### config.mk
export PLATFORM = sky130hd
export DESIGN_NAME = tp_timer
export DESIGN_NICKNAME = d
export VERILOG_FILES = /design/src/design/tp_pkg.sv /design/src/design/tp_sync.sv /design/src/design/tp_div.sv /design/src/design/tp_timer.sv
export VERILOG_INCLUDE_DIRS = /design/src /design/src/design
export SDC_FILE = /design/constraint.sdc
export NUM_CORES = 1
export LEC_CHECK = 0
export BUFFER_PORTS_ARGS = -buffer_cell sky130_fd_sc_hd__buf_2
export CAP_MARGIN = 20
export CORE_MARGIN = 3
export CORE_UTILIZATION = 54
export DETAILED_ROUTE_END_ITERATION = 6
export PLACE_DENSITY = 0.85
export SYNTH_ARGS = -nofsm -noshare
export SYNTH_HDL_FRONTEND = slang
export SYNTH_SLANG_ARGS = --single-unit
### constraint.sdc
create_clock -name pclk -period 6.21 [get_ports pclk]
set_input_delay 1.242 -clock pclk [delete_from_list [all_inputs] [get_ports pclk]]
set_output_delay 1.242 -clock pclk [all_outputs]
set_load 0.01 [all_outputs]
### src/design/tp_map.svh
// register map, field positions and reset values of the timer with prescaler
`ifndef TP_MAP_SVH
`define TP_MAP_SVH

// register indices; byte address is four times the index
`define TP_IDX_PRESCALE 10'h0D2
`define TP_IDX_COUNTER 10'h0D3
`define TP_IDX_CONTROL 10'h0D4
`define TP_IDX_OPT 10'h0D5

// control and option register field positions
`define TP_BIT_ZERO 7
`define TP_BIT_EIRQ 6
`define TP_BIT_OSEL 5
`define TP_BIT_DOUT 4
`define TP_BIT_INIT 3
`define TP_TAP_HI 2
`define TP_TAP_LO 0
`define TP_BIT_PULLUP 0

// reset values
`define TP_RST_COUNTER 8'hFF
`define TP_RST_PRESCALE 7'h7F
`define TP_RST_CONTROL 8'h00
`define TP_RST_OPT 1'b0

// internal clock divided by twelve feeds the prescaler
`define TP_ICLK_DIV 12

`endif

### src/design/tp_pkg.sv
// types shared by the timer with prescaler
package tp_pkg;

  // order follows {pin_output_select, data_out}
  typedef enum logic [1:0] {
    TP_EVENT,
    TP_GATED,
    TP_OUT_LOW,
    TP_OUT_HIGH
  } tp_mode_e;

  typedef struct packed {
    logic zero_irq_enable;
    logic pin_output_select;
    logic data_out;
    logic prescale_run_init;
    logic [2:0] tap_select;
  } tp_ctrl_s;

endpackage : tp_pkg

### src/design/tp_sync.sv
// three-stage synchroniser for the timer pin with level and rising-edge outputs
`timescale 1ns/1ps
module tp_sync (
  input wire logic pclk,
  input wire logic presetn,
  input wire logic pin_in,
  output logic level,
  output logic rise
);

  logic s1;
  logic s2;
  logic s3;

  always_ff @(posedge pclk or negedge presetn) begin
    if (!presetn) begin
      s1 <= 1'b0;
      s2 <= 1'b0;
      s3 <= 1'b0;
    end else begin
      s1 <= pin_in;
      s2 <= s1;
      s3 <= s2;
    end
  end

  // a change counts once the second and third stages agree
  always_ff @(posedge pclk or negedge presetn) begin
    if (!presetn) begin
      level <= 1'b0;
      rise <= 1'b0;
    end else begin
      rise <= 1'b0;
      if (s2 == s3) begin
        level <= s3;
        rise <= s3 & ~level;
      end
    end
  end

endmodule : tp_sync

### src/design/tp_div.sv
// divider that gives a one-cycle enable every DIV clock cycles
`timescale 1ns/1ps
`include "tp_map.svh"
module tp_div #(
  parameter int DIV = `TP_ICLK_DIV
) (
  input wire logic pclk,
  input wire logic presetn,
  output logic tick
);

  logic [7:0] cnt;

  always_ff @(posedge pclk or negedge presetn) begin
    if (!presetn) begin
      cnt <= 8'h00;
      tick <= 1'b0;
    end else if (cnt == 8'(DIV - 1)) begin
      cnt <= 8'h00;
      tick <= 1'b1;
    end else begin
      cnt <= cnt + 8'h01;
      tick <= 1'b0;
    end
  end

endmodule : tp_div

### src/design/tp_timer.sv
// 8-bit down-counter with 7-bit prescaler behind an APB slave
//
// Notes on behaviour
// counter decrements once per selected prescaler output edge; software loads and reads it
// counter decrementing to zero sets count_zero_flag
// interrupt request when flag set and zero_irq_enable one; also wakes from wait
// prescaler clock is internal clock over twelve or timer pin, rising edge
// tap one uses prescaler input clock, tap two bit 0, four bit 1
// tap select codes 000 to 111 give ratios 1 to 128
// prescale_run_init low forces prescaler to 7Fh and holds counter
// software may load prescaler 0 to 7Fh only while init bit is one
// output select and data out pick event, gated, output low, output high
// gated mode counts internal ticks only while timer pin is high
// event mode decrements prescaler on each timer pin rising edge
// output mode clocks from internal ticks and drives pin from latch
// pin latch follows data out while flag high, holds when low
// writing 00h to counter or one to control bit 7 sets flag
// software clears the flag in service and before a new count
// reset gives counter FFh, prescaler 7Fh, control register cleared
// counter write beats a same-cycle decrement to zero; flag not set
// counter and prescaler reads return their current values any time
// on-chip pull-up on timer pin is a software option
// prescaler register bit 7 reads zero, bits 6 to 0 the value
// after zero the counter wraps to FFh and keeps counting
`timescale 1ns/1ps
`include "tp_map.svh"
module tp_timer #(
  parameter int ADDR_W = 12,
  parameter int ICLK_DIV = `TP_ICLK_DIV
) (
  input wire logic pclk,
  input wire logic presetn,
  input wire logic psel,
  input wire logic penable,
  input wire logic pwrite,
  input wire logic [ADDR_W-1:0] paddr,
  input wire logic [31:0] pwdata,
  input wire logic [3:0] pstrb,
  output logic [31:0] prdata,
  output logic pready,
  output logic pslverr,
  input wire logic pin_in,
  output logic pin_out,
  output logic pin_oe,
  output logic pin_pullup_en,
  output logic timer_irq
);

  // ----------------------------------------------------------------
  // state
  // ----------------------------------------------------------------
  tp_pkg::tp_ctrl_s ctrl;
  tp_pkg::tp_mode_e mode;
  logic [7:0] down_counter_reg;
  logic [6:0] prescale_value_reg;
  logic count_zero_flag;
  logic pullup_opt;
  logic pin_latch;

  logic iclk_tick;
  logic pin_level;
  logic pin_rise;
  logic ps_tick;
  logic [6:0] presc_dec;
  logic [2:0] tap_bit;
  logic tap_hit;
  logic cnt_tick;
  logic zero_hit;
  logic next_flag;

  // ----------------------------------------------------------------
  // APB decode
  // ----------------------------------------------------------------
  logic [9:0] idx;
  logic hit_prescale;
  logic hit_counter;
  logic hit_control;
  logic hit_opt;
  logic hit_any;
  logic setup;
  logic wr_en;
  logic prescale_wr;
  logic counter_wr;
  logic control_wr;
  logic opt_wr;

  assign idx = paddr[11:2];

  always_comb begin
    hit_prescale = 1'b0;
    hit_counter = 1'b0;
    hit_control = 1'b0;
    hit_opt = 1'b0;
    if (idx == `TP_IDX_PRESCALE) begin
      hit_prescale = 1'b1;
    end else if (idx == `TP_IDX_COUNTER) begin
      hit_counter = 1'b1;
    end else if (idx == `TP_IDX_CONTROL) begin
      hit_control = 1'b1;
    end else if (idx == `TP_IDX_OPT) begin
      hit_opt = 1'b1;
    end
  end

  assign hit_any = hit_prescale | hit_counter | hit_control | hit_opt;
  assign setup = psel & ~penable;
  // the slave never stalls; unmapped accesses end with an error
  assign pready = 1'b1;
  assign pslverr = psel & penable & ~hit_any;
  // only the low byte lane holds register bits
  assign wr_en = psel & penable & pwrite & pstrb[0];
  assign prescale_wr = wr_en & hit_prescale;
  assign counter_wr = wr_en & hit_counter;
  assign control_wr = wr_en & hit_control;
  assign opt_wr = wr_en & hit_opt;

  // read data captured in the setup cycle, presented in the access cycle
  always_ff @(posedge pclk or negedge presetn) begin
    if (!presetn) begin
      prdata <= 32'h0000_0000;
    end else if (setup & ~pwrite) begin
      if (hit_prescale) begin
        prdata <= {24'h00_0000, 1'b0, prescale_value_reg};
      end else if (hit_counter) begin
        prdata <= {24'h00_0000, down_counter_reg};
      end else if (hit_control) begin
        prdata <= {24'h00_0000, count_zero_flag, ctrl};
      end else if (hit_opt) begin
        prdata <= {31'h0000_0000, pullup_opt};
      end else begin
        prdata <= 32'h0000_0000;
      end
    end
  end

  // ----------------------------------------------------------------
  // control and option registers
  // ----------------------------------------------------------------
  always_ff @(posedge pclk or negedge presetn) begin
    if (!presetn) begin
      ctrl <= tp_pkg::tp_ctrl_s'(7'(`TP_RST_CONTROL));
    end else if (control_wr) begin
      ctrl <= tp_pkg::tp_ctrl_s'(pwdata[6:0]);
    end
  end

  always_ff @(posedge pclk or negedge presetn) begin
    if (!presetn) begin
      pullup_opt <= `TP_RST_OPT;
    end else if (opt_wr) begin
      pullup_opt <= pwdata[`TP_BIT_PULLUP];
    end
  end

  assign pin_pullup_en = pullup_opt;
  assign mode = tp_pkg::tp_mode_e'({ctrl.pin_output_select, ctrl.data_out});

  // ----------------------------------------------------------------
  // clock sources
  // ----------------------------------------------------------------
  tp_div #(
    .DIV(ICLK_DIV)
  ) u_div (
    .pclk(pclk),
    .presetn(presetn),
    .tick(iclk_tick)
  );

  tp_sync u_sync (
    .pclk(pclk),
    .presetn(presetn),
    .pin_in(pin_in),
    .level(pin_level),
    .rise(pin_rise)
  );

  // prescaler input clock per mode
  always_comb begin
    case (mode)
      tp_pkg::TP_EVENT: ps_tick = pin_rise;
      tp_pkg::TP_GATED: ps_tick = iclk_tick & pin_level;
      default: ps_tick = iclk_tick;
    endcase
  end

  // ----------------------------------------------------------------
  // prescaler and tap
  // ----------------------------------------------------------------
  assign presc_dec = prescale_value_reg - 7'h01;
  assign tap_bit = ctrl.tap_select - 3'h1;

  // counter clock is the rising edge of the chosen prescaler bit
  always_comb begin
    if (ctrl.tap_select == 3'h0) begin
      tap_hit = 1'b1;
    end else begin
      tap_hit = ~prescale_value_reg[tap_bit] & presc_dec[tap_bit];
    end
  end

  assign cnt_tick = ps_tick & ctrl.prescale_run_init & tap_hit;

  always_ff @(posedge pclk or negedge presetn) begin
    if (!presetn) begin
      prescale_value_reg <= `TP_RST_PRESCALE;
    end else if (!ctrl.prescale_run_init) begin
      prescale_value_reg <= `TP_RST_PRESCALE;
    end else if (prescale_wr) begin
      prescale_value_reg <= pwdata[6:0];
    end else if (ps_tick) begin
      prescale_value_reg <= presc_dec;
    end
  end

  // ----------------------------------------------------------------
  // down-counter
  // ----------------------------------------------------------------
  always_ff @(posedge pclk or negedge presetn) begin
    if (!presetn) begin
      down_counter_reg <= `TP_RST_COUNTER;
    end else if (counter_wr) begin
      down_counter_reg <= pwdata[7:0];
    end else if (cnt_tick) begin
      down_counter_reg <= down_counter_reg - 8'h01;
    end
  end

  // ----------------------------------------------------------------
  // zero flag; a hardware set wins over a software clear
  // ----------------------------------------------------------------
  assign zero_hit = cnt_tick & (down_counter_reg == 8'h01) & ~counter_wr;

  always_comb begin
    next_flag = count_zero_flag;
    if (control_wr & ~pwdata[`TP_BIT_ZERO]) begin
      next_flag = 1'b0;
    end
    if (zero_hit) begin
      next_flag = 1'b1;
    end
    if (counter_wr & (pwdata[7:0] == 8'h00)) begin
      next_flag = 1'b1;
    end
    if (control_wr & pwdata[`TP_BIT_ZERO]) begin
      next_flag = 1'b1;
    end
  end

  always_ff @(posedge pclk or negedge presetn) begin
    if (!presetn) begin
      count_zero_flag <= 1'b0;
    end else begin
      count_zero_flag <= next_flag;
    end
  end

  assign timer_irq = count_zero_flag & ctrl.zero_irq_enable;

  // ----------------------------------------------------------------
  // timer pin output
  // ----------------------------------------------------------------
  // latch follows data out while the flag is high, one clock late
  always_ff @(posedge pclk or negedge presetn) begin
    if (!presetn) begin
      pin_latch <= 1'b0;
    end else if (count_zero_flag) begin
      pin_latch <= ctrl.data_out;
    end
  end

  assign pin_out = pin_latch;
  assign pin_oe = ctrl.pin_output_select;

  // ----------------------------------------------------------------
  // checks
  // ----------------------------------------------------------------
  AST_INIT_FORCE: assert property (
    @(posedge pclk) disable iff (!presetn)
    !ctrl.prescale_run_init |=> prescale_value_reg == 7'h7F
  ) else $error("prescaler not forced to 7Fh while stopped");

  AST_CNT_HOLD: assert property (
    @(posedge pclk) disable iff (!presetn)
    (!ctrl.prescale_run_init && !counter_wr) |=> $stable(down_counter_reg)
  ) else $error("counter moved while stopped");

  AST_DECREMENT: assert property (
    @(posedge pclk) disable iff (!presetn)
    (cnt_tick && !counter_wr) |=> down_counter_reg == $past(down_counter_reg) - 8'h01
  ) else $error("counter did not decrement by one");

  AST_WRAP: assert property (
    @(posedge pclk) disable iff (!presetn)
    (cnt_tick && !counter_wr && down_counter_reg == 8'h00) |=> down_counter_reg == 8'hFF
  ) else $error("counter did not wrap to FFh");

  AST_ZERO_SET: assert property (
    @(posedge pclk) disable iff (!presetn)
    (cnt_tick && !counter_wr && down_counter_reg == 8'h01) |=> count_zero_flag
  ) else $error("zero flag not set on reaching zero");

  AST_IRQ: assert property (
    @(posedge pclk) disable iff (!presetn)
    (zero_hit && ctrl.zero_irq_enable && !control_wr) |=> timer_irq
  ) else $error("interrupt not raised at zero");

  AST_WR_ZERO: assert property (
    @(posedge pclk) disable iff (!presetn)
    (counter_wr && pwdata[7:0] == 8'h00) |=> count_zero_flag && down_counter_reg == 8'h00
  ) else $error("writing zero to counter did not set flag");

  AST_WR_WINS: assert property (
    @(posedge pclk) disable iff (!presetn)
    (counter_wr && cnt_tick && down_counter_reg == 8'h01 && pwdata[7:0] != 8'h00
      && !count_zero_flag)
    |=> down_counter_reg == $past(pwdata[7:0]) && !count_zero_flag
  ) else $error("counter write lost to decrement");

  AST_PRESCALE_LOAD: assert property (
    @(posedge pclk) disable iff (!presetn)
    (prescale_wr && ctrl.prescale_run_init) |=> prescale_value_reg == $past(pwdata[6:0])
  ) else $error("prescaler load ignored");

  AST_PRESCALE_READ: assert property (
    @(posedge pclk) disable iff (!presetn)
    (setup && !pwrite && hit_prescale) |=> prdata[31:7] == 25'h000_0000
  ) else $error("prescaler read shows bits above 6");

  AST_GATED_HOLD: assert property (
    @(posedge pclk) disable iff (!presetn)
    (mode == tp_pkg::TP_GATED && !pin_level && ctrl.prescale_run_init && !prescale_wr)
    |=> $stable(prescale_value_reg)
  ) else $error("gated prescaler moved with pin low");

  AST_EVENT_EDGE: assert property (
    @(posedge pclk) disable iff (!presetn)
    (mode == tp_pkg::TP_EVENT && pin_rise && ctrl.prescale_run_init && !prescale_wr)
    |=> prescale_value_reg == $past(prescale_value_reg) - 7'h01
  ) else $error("event edge did not decrement prescaler");

  AST_TAP_ONE: assert property (
    @(posedge pclk) disable iff (!presetn)
    (ctrl.tap_select == 3'h0 && ps_tick && ctrl.prescale_run_init) |-> cnt_tick
  ) else $error("ratio one did not clock the counter");

  AST_PIN_FOLLOW: assert property (
    @(posedge pclk) disable iff (!presetn)
    (count_zero_flag && ctrl.pin_output_select) |=> pin_out == $past(ctrl.data_out)
  ) else $error("pin latch not transparent while flag high");

  AST_PIN_HOLD: assert property (
    @(posedge pclk) disable iff (!presetn)
    !count_zero_flag |=> $stable(pin_out)
  ) else $error("pin latch changed while flag low");

endmodule : tp_timer

# Word level (Yosys, flattened, before mapping)
# Index checks and enable logic that the tools add are counted.
# word_totals
register_bits	71
latchBits	0
mem_bits_rw	0
rom_bits	0
in_bits	54
elab_cells	100
mem_count	0
# op_classes
addsub	4
multipliers	0
div_mod_pow	0
magnitude_cmp	1
n_eq_ne	9
n_shift	0
n_mux	32
n_bitwise	31
reduce_logical	5
# op_table
op	n
$mux 8	6
$eq 10x8->1 const B	4
$and 1x1->1	21
$mux 7	3
$mux 1	20
$add 8x1->8 const B	1
$eq 8x1->1 const B	1
$eq 8x4->1 const B	1
$logic_not 8->1	1
$sub 8x1->8 const B	1
$not 1->1	7
$sub 7x1->7 const B	1
$bmux 1 s3	2
$lt 3x4->1 const B	1
$reduce_bool 4->1	1
$logic_not 3->1	1
$ne 3x1->1 const B	1
$or 1x1->1	3
$sub 3x1->3 const B	1
$eq 2x1->1 const B	1
$logic_not 2->1	1
$pmux 1 s2	1
$reduce_bool 2->1	1
$eq 1x1->1	1

# Logic depth before layout (Yosys ltp)
# Gate-level depths: netlist of run 1.
# logic_depth
depth_word	12
depth_mapped	8

# By module
# A second synthesis of run 1 with hierarchy kept.
# hier_totals
cells_unflattened	306
hier_area_um2	2856.5
# modules_own_cells
mod	instances	cells_each	area_each_um2	seq_area_each_um2
tp_timer	1	268	2321.0	844.6
tp_div	1	31	389.1	225.2
tp_sync	1	7	146.4	125.1

# Worst setup path after synthesis of run 1
# OpenSTA, ideal clock, no wires.
# synth_path
kind	input to output
start	input port paddr[5]
end	output port pslverr
arrival_ns	2.210
t_required_ns	4.968
setup_slack_ns	2.758
stages	4
cell_sequence	and4b_1 > and4b_1 > clkbuf_1 > and4b_1
# synth_between
elab_chain_cells	8
elab_cells_between_ends	19
classes_between	eq/ne (4); mux (10); bitwise (5)
# synth_lines
element	line_no	text
start, declared	tp_timer.sv:36	input wire logic [ADDR_W-1:0] paddr,
$eq 10x8->1 (no source line)	n/a	
$mux 1, on equally long branches	tp_timer.sv:96, tp_timer.sv:98, tp_timer.sv:100	
$mux 1, on equally long branches	tp_timer.sv:94, tp_timer.sv:96, tp_timer.sv:98	
$or 1x1->1 (tied with other cells)	tp_timer.sv:105	assign hit_any = hit_prescale | hit_counter | hit_control | hit_opt;
$or 1x1->1 / $mux 1 (equally long branches)	tp_timer.sv:105, tp_timer.sv:94	
$or 1x1->1 *	tp_timer.sv:105	
$not 1->1 *	tp_timer.sv:109	assign pslverr = psel & penable & ~hit_any;
$and 1x1->1 *	tp_timer.sv:109	
end, declared	tp_timer.sv:41	output logic pslverr,
# Mark *: on every way between the ends. The rest lies on a longest branch, timed or not.

# Final worst setup path of run 1
# Ends and elaborated chain as after synthesis.

==> results.json, run 1 <==
{
  "holdWs_ns": 0.357,
  "slew-limit-headroom": 0.345,
  "ys_types": 44,
  "powerDensity_nw_per_um2": 180,
  "max_clock_freq_ghz": 0.272,
  "syn2layout_area_growth_pct": 8.94,
  "num_antenna_cells": 0,
  "cts_hold_buf": 0,
  "ys_warn_count": 0,
  "place_hpwl_um": 4110,
  "tightest_slew_ns": 0.982,
  "hold_viol_final": 0,
  "path_class": "in -> out",
  "cts-root-buf": "clkbuf_8",
  "pre_cts_ws_ns": 2.54,
  "async_flop_share": 1.00,
  "grt_pass1_wl_um": 10000,
  "fin_area_sq_um": 2970,
  "tns_ns": 0,
  "clock_tree.buffer_depth": 2,
  "finalCriticalPeriod_ns": 3.68,
  "gp_congestion": 0.868,
  "wl_per_cell_um": 15.0,
  "post_cts_buffers": 0,
  "path_clk_slew_ns": 0.08,
  "drtIter0Drc": 145,
  "post-route-drc-count": 0,
  "wl_um": 5700,
  "cp-start-kind": "primary input",
  "viasPerCell": 5.50,
  "synthFlopType": "dfrtp_1",
  "grt_pass1_vias": 2101,
  "ir_worst_vdd_mv": 0.158,
  "place_inst": 372,
  "cts_tree": "done",
  "die_h_um": 77.1,
  "finClkSkew_ns": 0.00412,
  "ys_seq_area_frac": 0.438,
  "cp.arrival_ns": 2.44,
  "synth-seq-cells": 47,
  "post_cts_resized": 0,
  "worstPathRequired_ns": 4.97,
  "leakagePower_nw": 1.35,
  "drive_gt1_frac": 0.236,
  "antenna_found_initial": 0,
  "grt_max_degree": 48,
  "initial_core_util": 0.567,
  "antenna_left": 0,
  "syn_area_per_cell_sq_um": 9.79,
  "status": "finished, final reports clean",
  "dr.pass1.iters": 4,
  "syn_area_sq_um": 2730,
  "synth-edff-count": 0,
  "ioPinCount": 92,
  "setup_violations": 0,
  "hp-class": "reg -> reg",
  "io_buffers": 37,
  "rows": 25,
  "grtUsageTotal": 0.210,
  "crit_fanout": 12,
  "place_area_sq_um": 2860,
  "finalNonFillerCells": 381,
  "cts_made_buffers": 5,
  "drv_cap": 0,
  "vias": 2095,
  "layout_setup_ws_ns": 2.53,
  "clock_latency_ns": 0.30,
  "synth_cells": 279,
  "die-area_sq_um": 5950,
  "fp.dieW_um": 77.1,
  "cts.sinks": 47,
  "finalCritPeriodShare": 0.593,
  "end_kind": "primary output",
  "nets": 373,
  "htreeDepth": 2,
  "core-area_sq_um": 4820,
  "rsz0062_at_grt": "false",
  "r2r_slack_ns": 3.68,
  "slew_viol_final": 0,
  "grt-ovfl-total": 0
}
kinds of logic after synthesis:
kind of cell | share of synthesized area
mux | 0.0596
compound gates | 0.122
flops | 0.438
simple gates | 0.189
other cells | 0.00275
buf+inv | 0.0967
xor+xnor | 0.0610
fa+ha+maj | 0.0312
through the flow:
stage / power [W] / utilization
finish: 0.000534 / 0.617
global route: 0.000558 / 0.617
CTS: 0.000536 / 0.613
detailed placement: 0.000349 / 0.594
global placement: 0.000348 / 0.594
floorplan: 0.000342 / -
cell usage in the layout (no fill, tap or decap), types with 3 or more instances in the layout:
cell      count
a22o_1        6
and2_1        4
and4b_1       3
buf_2        37
clkbuf_8      6
conb_1       25
dfrtp_1      32
dfstp_2      15
ha_1          6
inv_1        11
mux2_2       10
mux2i_1       5
nand2_1      31
nand2b_1      7
nand3_1       8
nor2_1       12
nor2b_1       5
nor3_1        5
nor4_1        6
o211ai_1      5
o21ai_0      27
xnor2_1       9
xor2_1       10
per-layer routing:
layer,vias to the layer above,part of all wire,track usage
li1,993,-,-
met1,1004,0.43,0.265
met2,83,0.48,0.353
met3,15,0.068,0.0469
met4,0,0.024,0.0783
met5,-,0,0
worst max-delay path, stage by stage:
cell and delay (ns):
buf_2 0.09, and4b_1 0.26, and4b_1 0.46, and4b_1 0.24, buf_2 0.13
synthesized netlist by cell type, types with 2 or more instances:
| cell | n | share of area |
|---|---|---|
| dfstp_2 | 15 | 0.14 |
| nand3b_1 | 2 | 0.0055 |
| o31ai_1 | 2 | 0.0055 |
| mux2_2 | 10 | 0.041 |
| ha_1 | 6 | 0.027 |
| and2_1 | 4 | 0.0092 |
| nor4b_1 | 2 | 0.0064 |
| dfrtp_1 | 32 | 0.29 |
| nor2_1 | 12 | 0.016 |
| buf_1 | 2 | 0.0028 |
| o211ai_1 | 5 | 0.014 |
| mux2i_1 | 5 | 0.018 |
| inv_1 | 11 | 0.015 |
| xnor2_1 | 9 | 0.029 |
| nor4_1 | 6 | 0.014 |
| or4_1 | 2 | 0.0055 |
| o21ai_0 | 27 | 0.049 |
| nor3_1 | 5 | 0.0092 |
| and4b_1 | 3 | 0.011 |
| conb_1 | 2 | 0.0028 |
| xor2_1 | 10 | 0.032 |
| a22o_1 | 6 | 0.019 |
| a22oi_1 | 2 | 0.0055 |
| nand2_1 | 31 | 0.043 |
| and3_1 | 2 | 0.0046 |
| buf_4 | 25 | 0.069 |
| nor2b_1 | 5 | 0.011 |
| nand3_1 | 8 | 0.015 |
| nand2b_1 | 7 | 0.016 |
| or3_1 | 2 | 0.0046 |
| clkbuf_1 | 6 | 0.0082 |
cell type report:
type	count	area (sq um)
multi-input cells	210	1360
well taps	67	83.8
repair buffers	38	205
inverters	11	41.3
clock inverters	1	5.00
clock buffers	7	86.3
fillers	425	1840
flip-flops and latches	47	1190
worst paths after layout:
check / from / endpoint / cells after the start
worst max register to register: prescale_value_reg[0]$_DFFE_PN1P_ / down_counter_reg[3]$_DFFE_PN1P_ / 8
worst min-delay path: u_sync.s1$_DFF_PN0_ / u_sync.s2$_DFF_PN0_ / 0
max in group asynchronous: presetn / down_counter_reg[4]$_DFFE_PN1P_ / 2
worst min register to register: u_sync.s1$_DFF_PN0_ / u_sync.s2$_DFF_PN0_ / 0
min in group asynchronous: presetn / prdata[3]$_DFFE_PN0P_ / 1
worst max-delay path: paddr[5] / pslverr / 5
report_power, final:
group	leakage, nW	internal [W]	total, W	switching [W]
logic	0.722	0.0000102	0.0000340	0.0000239
registers	0.575	0.000309	0.000311	0.00000182
clock network	0.0482	0.0000899	0.000189	0.0000994
Power figures use the tool's default switching activity.
==> run 2, diff against run 1 <==
--- a/config.mk
+++ b/config.mk
@@ -6,12 +6,13 @@
 export SDC_FILE = /design/constraint.sdc
 export NUM_CORES = 1
 export LEC_CHECK = 0
+export ABC_AREA = 1
 export BUFFER_PORTS_ARGS = -buffer_cell sky130_fd_sc_hd__buf_2
 export CAP_MARGIN = 20
 export CORE_MARGIN = 3
-export CORE_UTILIZATION = 54
+export CORE_UTILIZATION = 47
 export DETAILED_ROUTE_END_ITERATION = 6
-export PLACE_DENSITY = 0.85
+export PLACE_DENSITY = 0.77
 export SYNTH_ARGS = -nofsm -noshare
 export SYNTH_HDL_FRONTEND = slang
 export SYNTH_SLANG_ARGS = --single-unit
==> constraint.sdc (replaced) <==
create_clock -name pclk -period 3 [get_ports pclk]
set_input_delay 0.6 -clock pclk [delete_from_list [all_inputs] [get_ports pclk]]
set_output_delay 0.6 -clock pclk [all_outputs]
set_load 0.01 [all_outputs]
==> run 2 against run 1 <==
Effect of this change: count of clock-buffer cells in the layout decreased by 2; combinational power rose to 2.7 times the previous value; routed wire length grew 21%; total power up 120%; synthesized cell count grew 42%; sequential cell count did not move; die area is 24% higher; register-to-register slack lost 2.7 ns; first-iteration DRC count increased by 20%; largest cell class unchanged; highest routed layer unchanged.
==> results.json, run 2 <==
{
  "rsz0062_at_grt": "false",
  "initial_core_util": 0.494,
  "final_cell_mix": "87 x nand2_1, 45 x inv_1, 37 x buf_2",
  "slew-limit-headroom": 0.493,
  "ys_seq_area_frac": 0.399,
  "holdWs_ns": 0.200,
  "path_class": "in -> out",
  "die-area_sq_um": 7370,
  "synthTopCellsByArea": "dfrtp_1 27%, dfstp_2 13%, nand2_1 11%",
  "drive_gt1_frac": 0.183,
  "grt_max_degree": 30,
  "yosysTopAreaCell": "dfrtp_1",
  "viasPerCell": 5.23,
  "io_buffers": 37,
  "cp.arrival_ns": 1.53,
  "async_flop_share": 1.00,
  "post_cts_resized": 0,
  "die_h_um": 85.8,
  "wl_per_cell_um": 13.5,
  "power.share.sequential": 0.556,
  "finalCritPeriodShare": 0.710,
  "grt-ovfl-total": 0,
  "switching_share": 0.277,
  "synthFlopType": "dfrtp_1",
  "vias": 2670,
  "internal_power_w": 0.000840,
  "grt_pass1_wl_um": 11800,
  "synth-seq-cells": 47,
  "antenna_left": 0,
  "ff2ff_path_depth": 15,
  "rows": 28,
  "ys_warn_count": 0,
  "tightest_slew_ns": 0.754,
  "worstPathRequired_ns": 2.40,
  "synth_commonest_cells": "87 x nand2_1, 45 x inv_1, 35 x nor2_1",
  "pwr-share-comb": 0.078,
  "num_antenna_cells": 0,
  "drv_cap": 0,
  "fp.dieW_um": 85.8,
  "htreeDepth": 2,
  "wl_um": 6890,
  "synth_most_common_cell": "nand2_1",
  "place_hpwl_um": 5310,
  "syn_area_sq_um": 3000,
  "tns_ns": 0,
  "clock_latency_ns": 0.32,
  "syn_area_per_cell_sq_um": 7.55,
  "max_clock_freq_ghz": 0.469,
  "syn2layout_area_growth_pct": 7.98,
  "final_common_cell": "nand2_1",
  "finClkSkew_ns": 0.00429,
  "leakagePower_nw": 1.70,
  "crit_slowest_cell": "nor2_1",
  "grt_pass1_vias": 2470,
  "cts.sinks": 47,
  "hold_viol_final": 0,
  "nets": 495,
  "crit_fanout": 4,
  "core-area_sq_um": 6060,
  "cp-start-kind": "primary input",
  "cpPeakStageDelay_ns": 0.22,
  "post_cts_buffers": 0,
  "status": "finished, final reports clean",
  "dr.pass1.iters": 4,
  "ioPinCount": 92,
  "drtIter0Drc": 174,
  "cts-root-buf": "clkbuf_8",
  "finalCriticalPeriod_ns": 2.13,
  "r2r_slack_ns": 1.02,
  "ys_types": 38,
  "path_clk_slew_ns": 0.10,
  "end_kind": "primary output",
  "synth-edff-count": 0,
  "clock_tree.buffer_depth": 2,
  "post-route-drc-count": 0,
  "path_cells": "buf_2 > inv_1 > nand2_1 > nor2_1 > nand4_1 > inv_1 > a311oi_1 > buf_2",
  "cts_hold_buf": 0,
  "ir_worst_vdd_mv": 0.272,
  "cts_tree": "done",
  "cts_made_buffers": 5,
  "synth_top_area_share": 0.267,
  "hp-class": "in -> async",
  "p_clk_frac": 0.366,
  "gp_congestion": 0.904,
  "grtUsageTotal": 0.202,
  "powerDensity_nw_per_um2": 359,
  "antenna_found_initial": 0,
  "rr_startpoint": "prescale_value_reg[0]$_DFFE_PN1P_",
  "p_switching_w": 0.000322,
  "setup_violations": 0,
  "synth_cells": 397,
  "slew_viol_final": 0,
  "reg2reg_to": "down_counter_reg[1]$_DFFE_PN1P_"
}
run 2: through the flow:
stage | util | power [W] | instance area (sq um) | setup WS, ns | instances
6_report | 0.534 | 0.00116 | 3230 | 0.869 | 511
5_1_grt | 0.534 | 0.00121 | 3230 | 0.777 | 511
4_1_cts | 0.534 | 0.00117 | 3230 | 0.886 | 511
3_5_place_dp | 0.518 | 0.000749 | 3140 | 0.895 | 503
3_3_place_gp | 0.518 | 0.000746 | 3140 | 0.912 | 503
2_1_floorplan | - | 0.000727 | 3080 | 1.14 | 420
run 2: power groups by stage:
stage	combinational (W)	sequential (W)	clock (W)
after global routing	0.000104	0.000647	0.000461
after floorplan	0.0000692	0.000658	0
after global placement	0.0000889	0.000657	0
after detailed placement	0.0000914	0.000658	0
after CTS	0.0000917	0.000646	0.000434
final	0.0000912	0.000646	0.000425
run 2: critical path, delay by kind of cell:
family | cells | cell delay, ns
buffers and inverters | 4 | 0.45
and+or+nand+nor | 3 | 0.42
AOI/OAI and AO/OA | 1 | 0.06
run 2: cell type report:
class / instances / area, sq um
fillers: 592 / 2830
multi-input cells: 293 / 1470
flip-flops and latches: 47 / 1190
repair buffers: 38 / 193
inverters: 50 / 188
well taps: 75 / 93.8
clock buffers: 5 / 68.8
clock inverters: 3 / 27.5
run 2: how the worst max path moves through the flow:
stage	start	to	slack, ns	depth (start not counted)
after floorplan	paddr[3]	pslverr	1.14	5
after global placement	paddr[7]	pslverr	0.91	8
after detailed placement	paddr[7]	pslverr	0.90	8
after CTS	paddr[7]	pslverr	0.89	8
after global routing	paddr[7]	pslverr	0.78	8
final	paddr[7]	pslverr	0.87	8
run 2: metal layers:
layer	up-vias	global-route usage	part of all wire
met2	111	0.311	0.46
met1	1237	0.287	0.44
met5	-	0	0
met4	0	0.0705	0.019
met3	10	0.0336	0.084
li1	1312	-	-
run 2: cells by family (layout without fill, tap and decap cells):
kind of cell / Yosys count / after routing / share of synthesized area
AO/OA/AOI/OAI: 68 / 68 / 0.119
adder cells (fa/ha/maj): 7 / 7 / 0.0284
buffers and inverters: 80 / 96 / 0.140
other: 2 / 25 / 0.00251
flip-flops: 47 / 47 / 0.399
AND/OR/NAND/NOR: 180 / 180 / 0.272
XOR/XNOR: 11 / 11 / 0.0322
multiplexers: 2 / 2 / 0.00710
==> run 3, diff against run 2 <==
==> constraint.sdc (replaced) <==
create_clock -name pclk -period 1.8 [get_ports pclk]
set_input_delay 0.36 -clock pclk [delete_from_list [all_inputs] [get_ports pclk]]
set_output_delay 0.36 -clock pclk [all_outputs]
set_load 0.01 [all_outputs]
==> run 3 against run 2 <==
Effect of this change: design area grew 7.0%; the flow now finishes with violations (negative setup slack); highest routed layer unchanged; sequential share of layout area shrank 2.4 points; global-route usage grew 0.31 points; count of clock-buffer cells in the layout is the same.
==> results.json, run 3 (synthesis results as in run 2) <==
{
  "status": "finished with violations",
  "violations": "negative setup slack",
  "final_cell_mix": "79 x nand2_1, 41 x inv_1, 37 x buf_2",
  "cts-root-buf": "clkbuf_8",
  "cpPeakStageDelay_ns": 0.55,
  "crit_path_frequent_cell": "nand2_2",
  "crit_buf_inv": 2,
  "finalCriticalPeriod_ns": 1.85,
  "leakagePower_nw": 1.82,
  "hold_viol_final": 0,
  "cp.arrival_ns": 2.08,
  "crit_fanout": 8,
  "clock_tree.buffer_depth": 2,
  "cts_hold_buf": 0,
  "cts_made_buffers": 5,
  "grt_pass1_vias": 2535,
  "gp_congestion": 0.917,
  "wl_met2_um": 3330,
  "r2r_slack_ns": -0.05,
  "grt-ovfl-total": 0,
  "nets": 510,
  "drtIter0Drc": 275,
  "cp-endpoint": "down_counter_reg[6]$_DFFE_PN1P_",
  "slew_viol_final": 0,
  "num_antenna_cells": 0,
  "fin_area_sq_um": 3460,
  "crit_slowest_cell": "dfstp_2",
  "antenna_found_initial": 0,
  "final_common_cell": "nand2_1",
  "path_clk_slew_ns": 0.10,
  "clock_latency_ns": 0.30,
  "core-area_sq_um": 6060,
  "viasPerCell": 5.18,
  "post-route-drc-count": 0,
  "syn2layout_area_growth_pct": 15.5,
  "end_kind": "register",
  "grt_pass1_wl_um": 12100,
  "powerDensity_nw_per_um2": 588,
  "rr_startpoint": "prescale_value_reg[0]$_DFFE_PN1P_",
  "cts_tree": "done",
  "ioPinCount": 92,
  "cts.sinks": 47,
  "holdWs_ns": 0.0207,
  "die-area_sq_um": 7370,
  "ir_worst_vdd_mv": 0.489,
  "setup_violations": 8,
  "layout_setup_ws_ns": -0.0463,
  "place_area_sq_um": 3250,
  "dr.pass1.iters": 5,
  "cp-startpoint": "prescale_value_reg[0]$_DFFE_PN1P_",
  "place_inst": 516,
  "cp-start-kind": "register",
  "die_h_um": 85.8,
  "io_buffers": 37,
  "grtUsageTotal": 0.205,
  "initial_core_util": 0.494,
  "drv_cap": 0,
  "max_clock_freq_ghz": 0.542,
  "worstPathRequired_ns": 2.04,
  "nFillCells": 567,
  "vias": 2727,
  "rsz0062_at_grt": "true",
  "finClkSkew_ns": 0.00970,
  "highest_layer": "met4",
  "path_cells": "inv_2 > ha_4 > inv_2 > nand2_2 > o21ai_2 > nand2_1 > nand3_2 > a21oi_2 > nand2_2 > nand2_4 > nand2_8 > nand2_4 > nand2_2",
  "finalNonFillerCells": 526,
  "m1WireLength_um": 3180,
  "finalCritPeriodShare": 1.03,
  "fin_util": 0.571,
  "ff2ff_path_depth": 13,
  "wl_met3_um": 460,
  "fp.dieW_um": 85.8,
  "htreeDepth": 2,
  "critical_path.top_delay_family": "simple AND/OR/NAND/NOR gates",
  "antenna_left": 0,
  "hp-class": "in -> async",
  "reg2reg_to": "down_counter_reg[6]$_DFFE_PN1P_",
  "rows": 28,
  "worst-path-stages": 13,
  "path_class": "reg -> reg",
  "wl_um": 7120,
  "wl_per_cell_um": 13.5,
  "grt_max_degree": 48,
  "drive_gt1_frac": 0.251,
  "place_hpwl_um": 5290
}
## run 3: cell types whose count changed in the layout (fill, tap and decap cells not counted), moves of 4 or more
cell     change
buf_4       +13
inv_1        -4
inv_2        +4
nand2_1      -8
nand2_2      +7
## run 3: cell type report
type	count	area [sq um]	share of cell area
multi-input cells	294	1560	0.450
inverters	50	188	0.0542
clock inverters	3	47.5	0.0137
well taps	75	93.8	0.0271
clock buffers	5	68.8	0.0199
repair buffers	52	310	0.0897
flip-flops and latches	47	1190	0.345
## run 3: metrics by stage
step                      worst slack [ns]  total power, W  setup TNS (ns)
final                              -0.0463         0.00203          -0.308
after global routing                -0.128         0.00212          -0.986
after detailed placement           -0.0229         0.00125          -0.105
after global placement            -0.00371         0.00125        -0.00660
after floorplan                     0.0904         0.00121               0
after CTS                          0.00131         0.00205               0
## run 3: how the worst min path moves through the flow
stage | start | endpoint | slack, ns
after floorplan | presetn | count_zero_flag$_DFFE_PN0P_ | 0.06
after global placement | u_sync.s1$_DFF_PN0_ | u_sync.s2$_DFF_PN0_ | 0.33
after detailed placement | u_sync.s1$_DFF_PN0_ | u_sync.s2$_DFF_PN0_ | 0.34
after CTS | presetn | u_div.cnt[0]$_DFF_PN0_ | 0.03
after global routing | presetn | u_div.cnt[5]$_DFF_PN0_ | 0.02
final | presetn | ctrl[4]$_DFFE_PN0N_ | 0.02
## run 3: repair_timing
item | 4_1_cts | 5_1_grt
cloned | 1 | 0
endpoints found under the setup margin | 8 | 13
hold endpoints to repair | 0 | 0
resized for setup | 9 | 15
setup buffers | 0 | 1
pin swaps | 3 | 7
## run 3: routing by layer
| metal | vias to the layer above | global-route usage |
|---|---|---|
| met5 | - | 0 |
| met4 | 0 | 0.0662 |
| met3 | 13 | 0.0317 |
| met2 | 116 | 0.326 |
| met1 | 1245 | 0.287 |
| li1 | 1353 | - |
## run 3: power breakdown
part	total, W	internal [W]	switching (W)	leakage (nW)
Clock	0.000797	0.000421	0.000376	0.0587
Combinational	0.000160	0.0000478	0.000113	1.17
Sequential	0.00108	0.00107	0.00000693	0.588
Total	0.00203	0.00154	0.000495	1.82
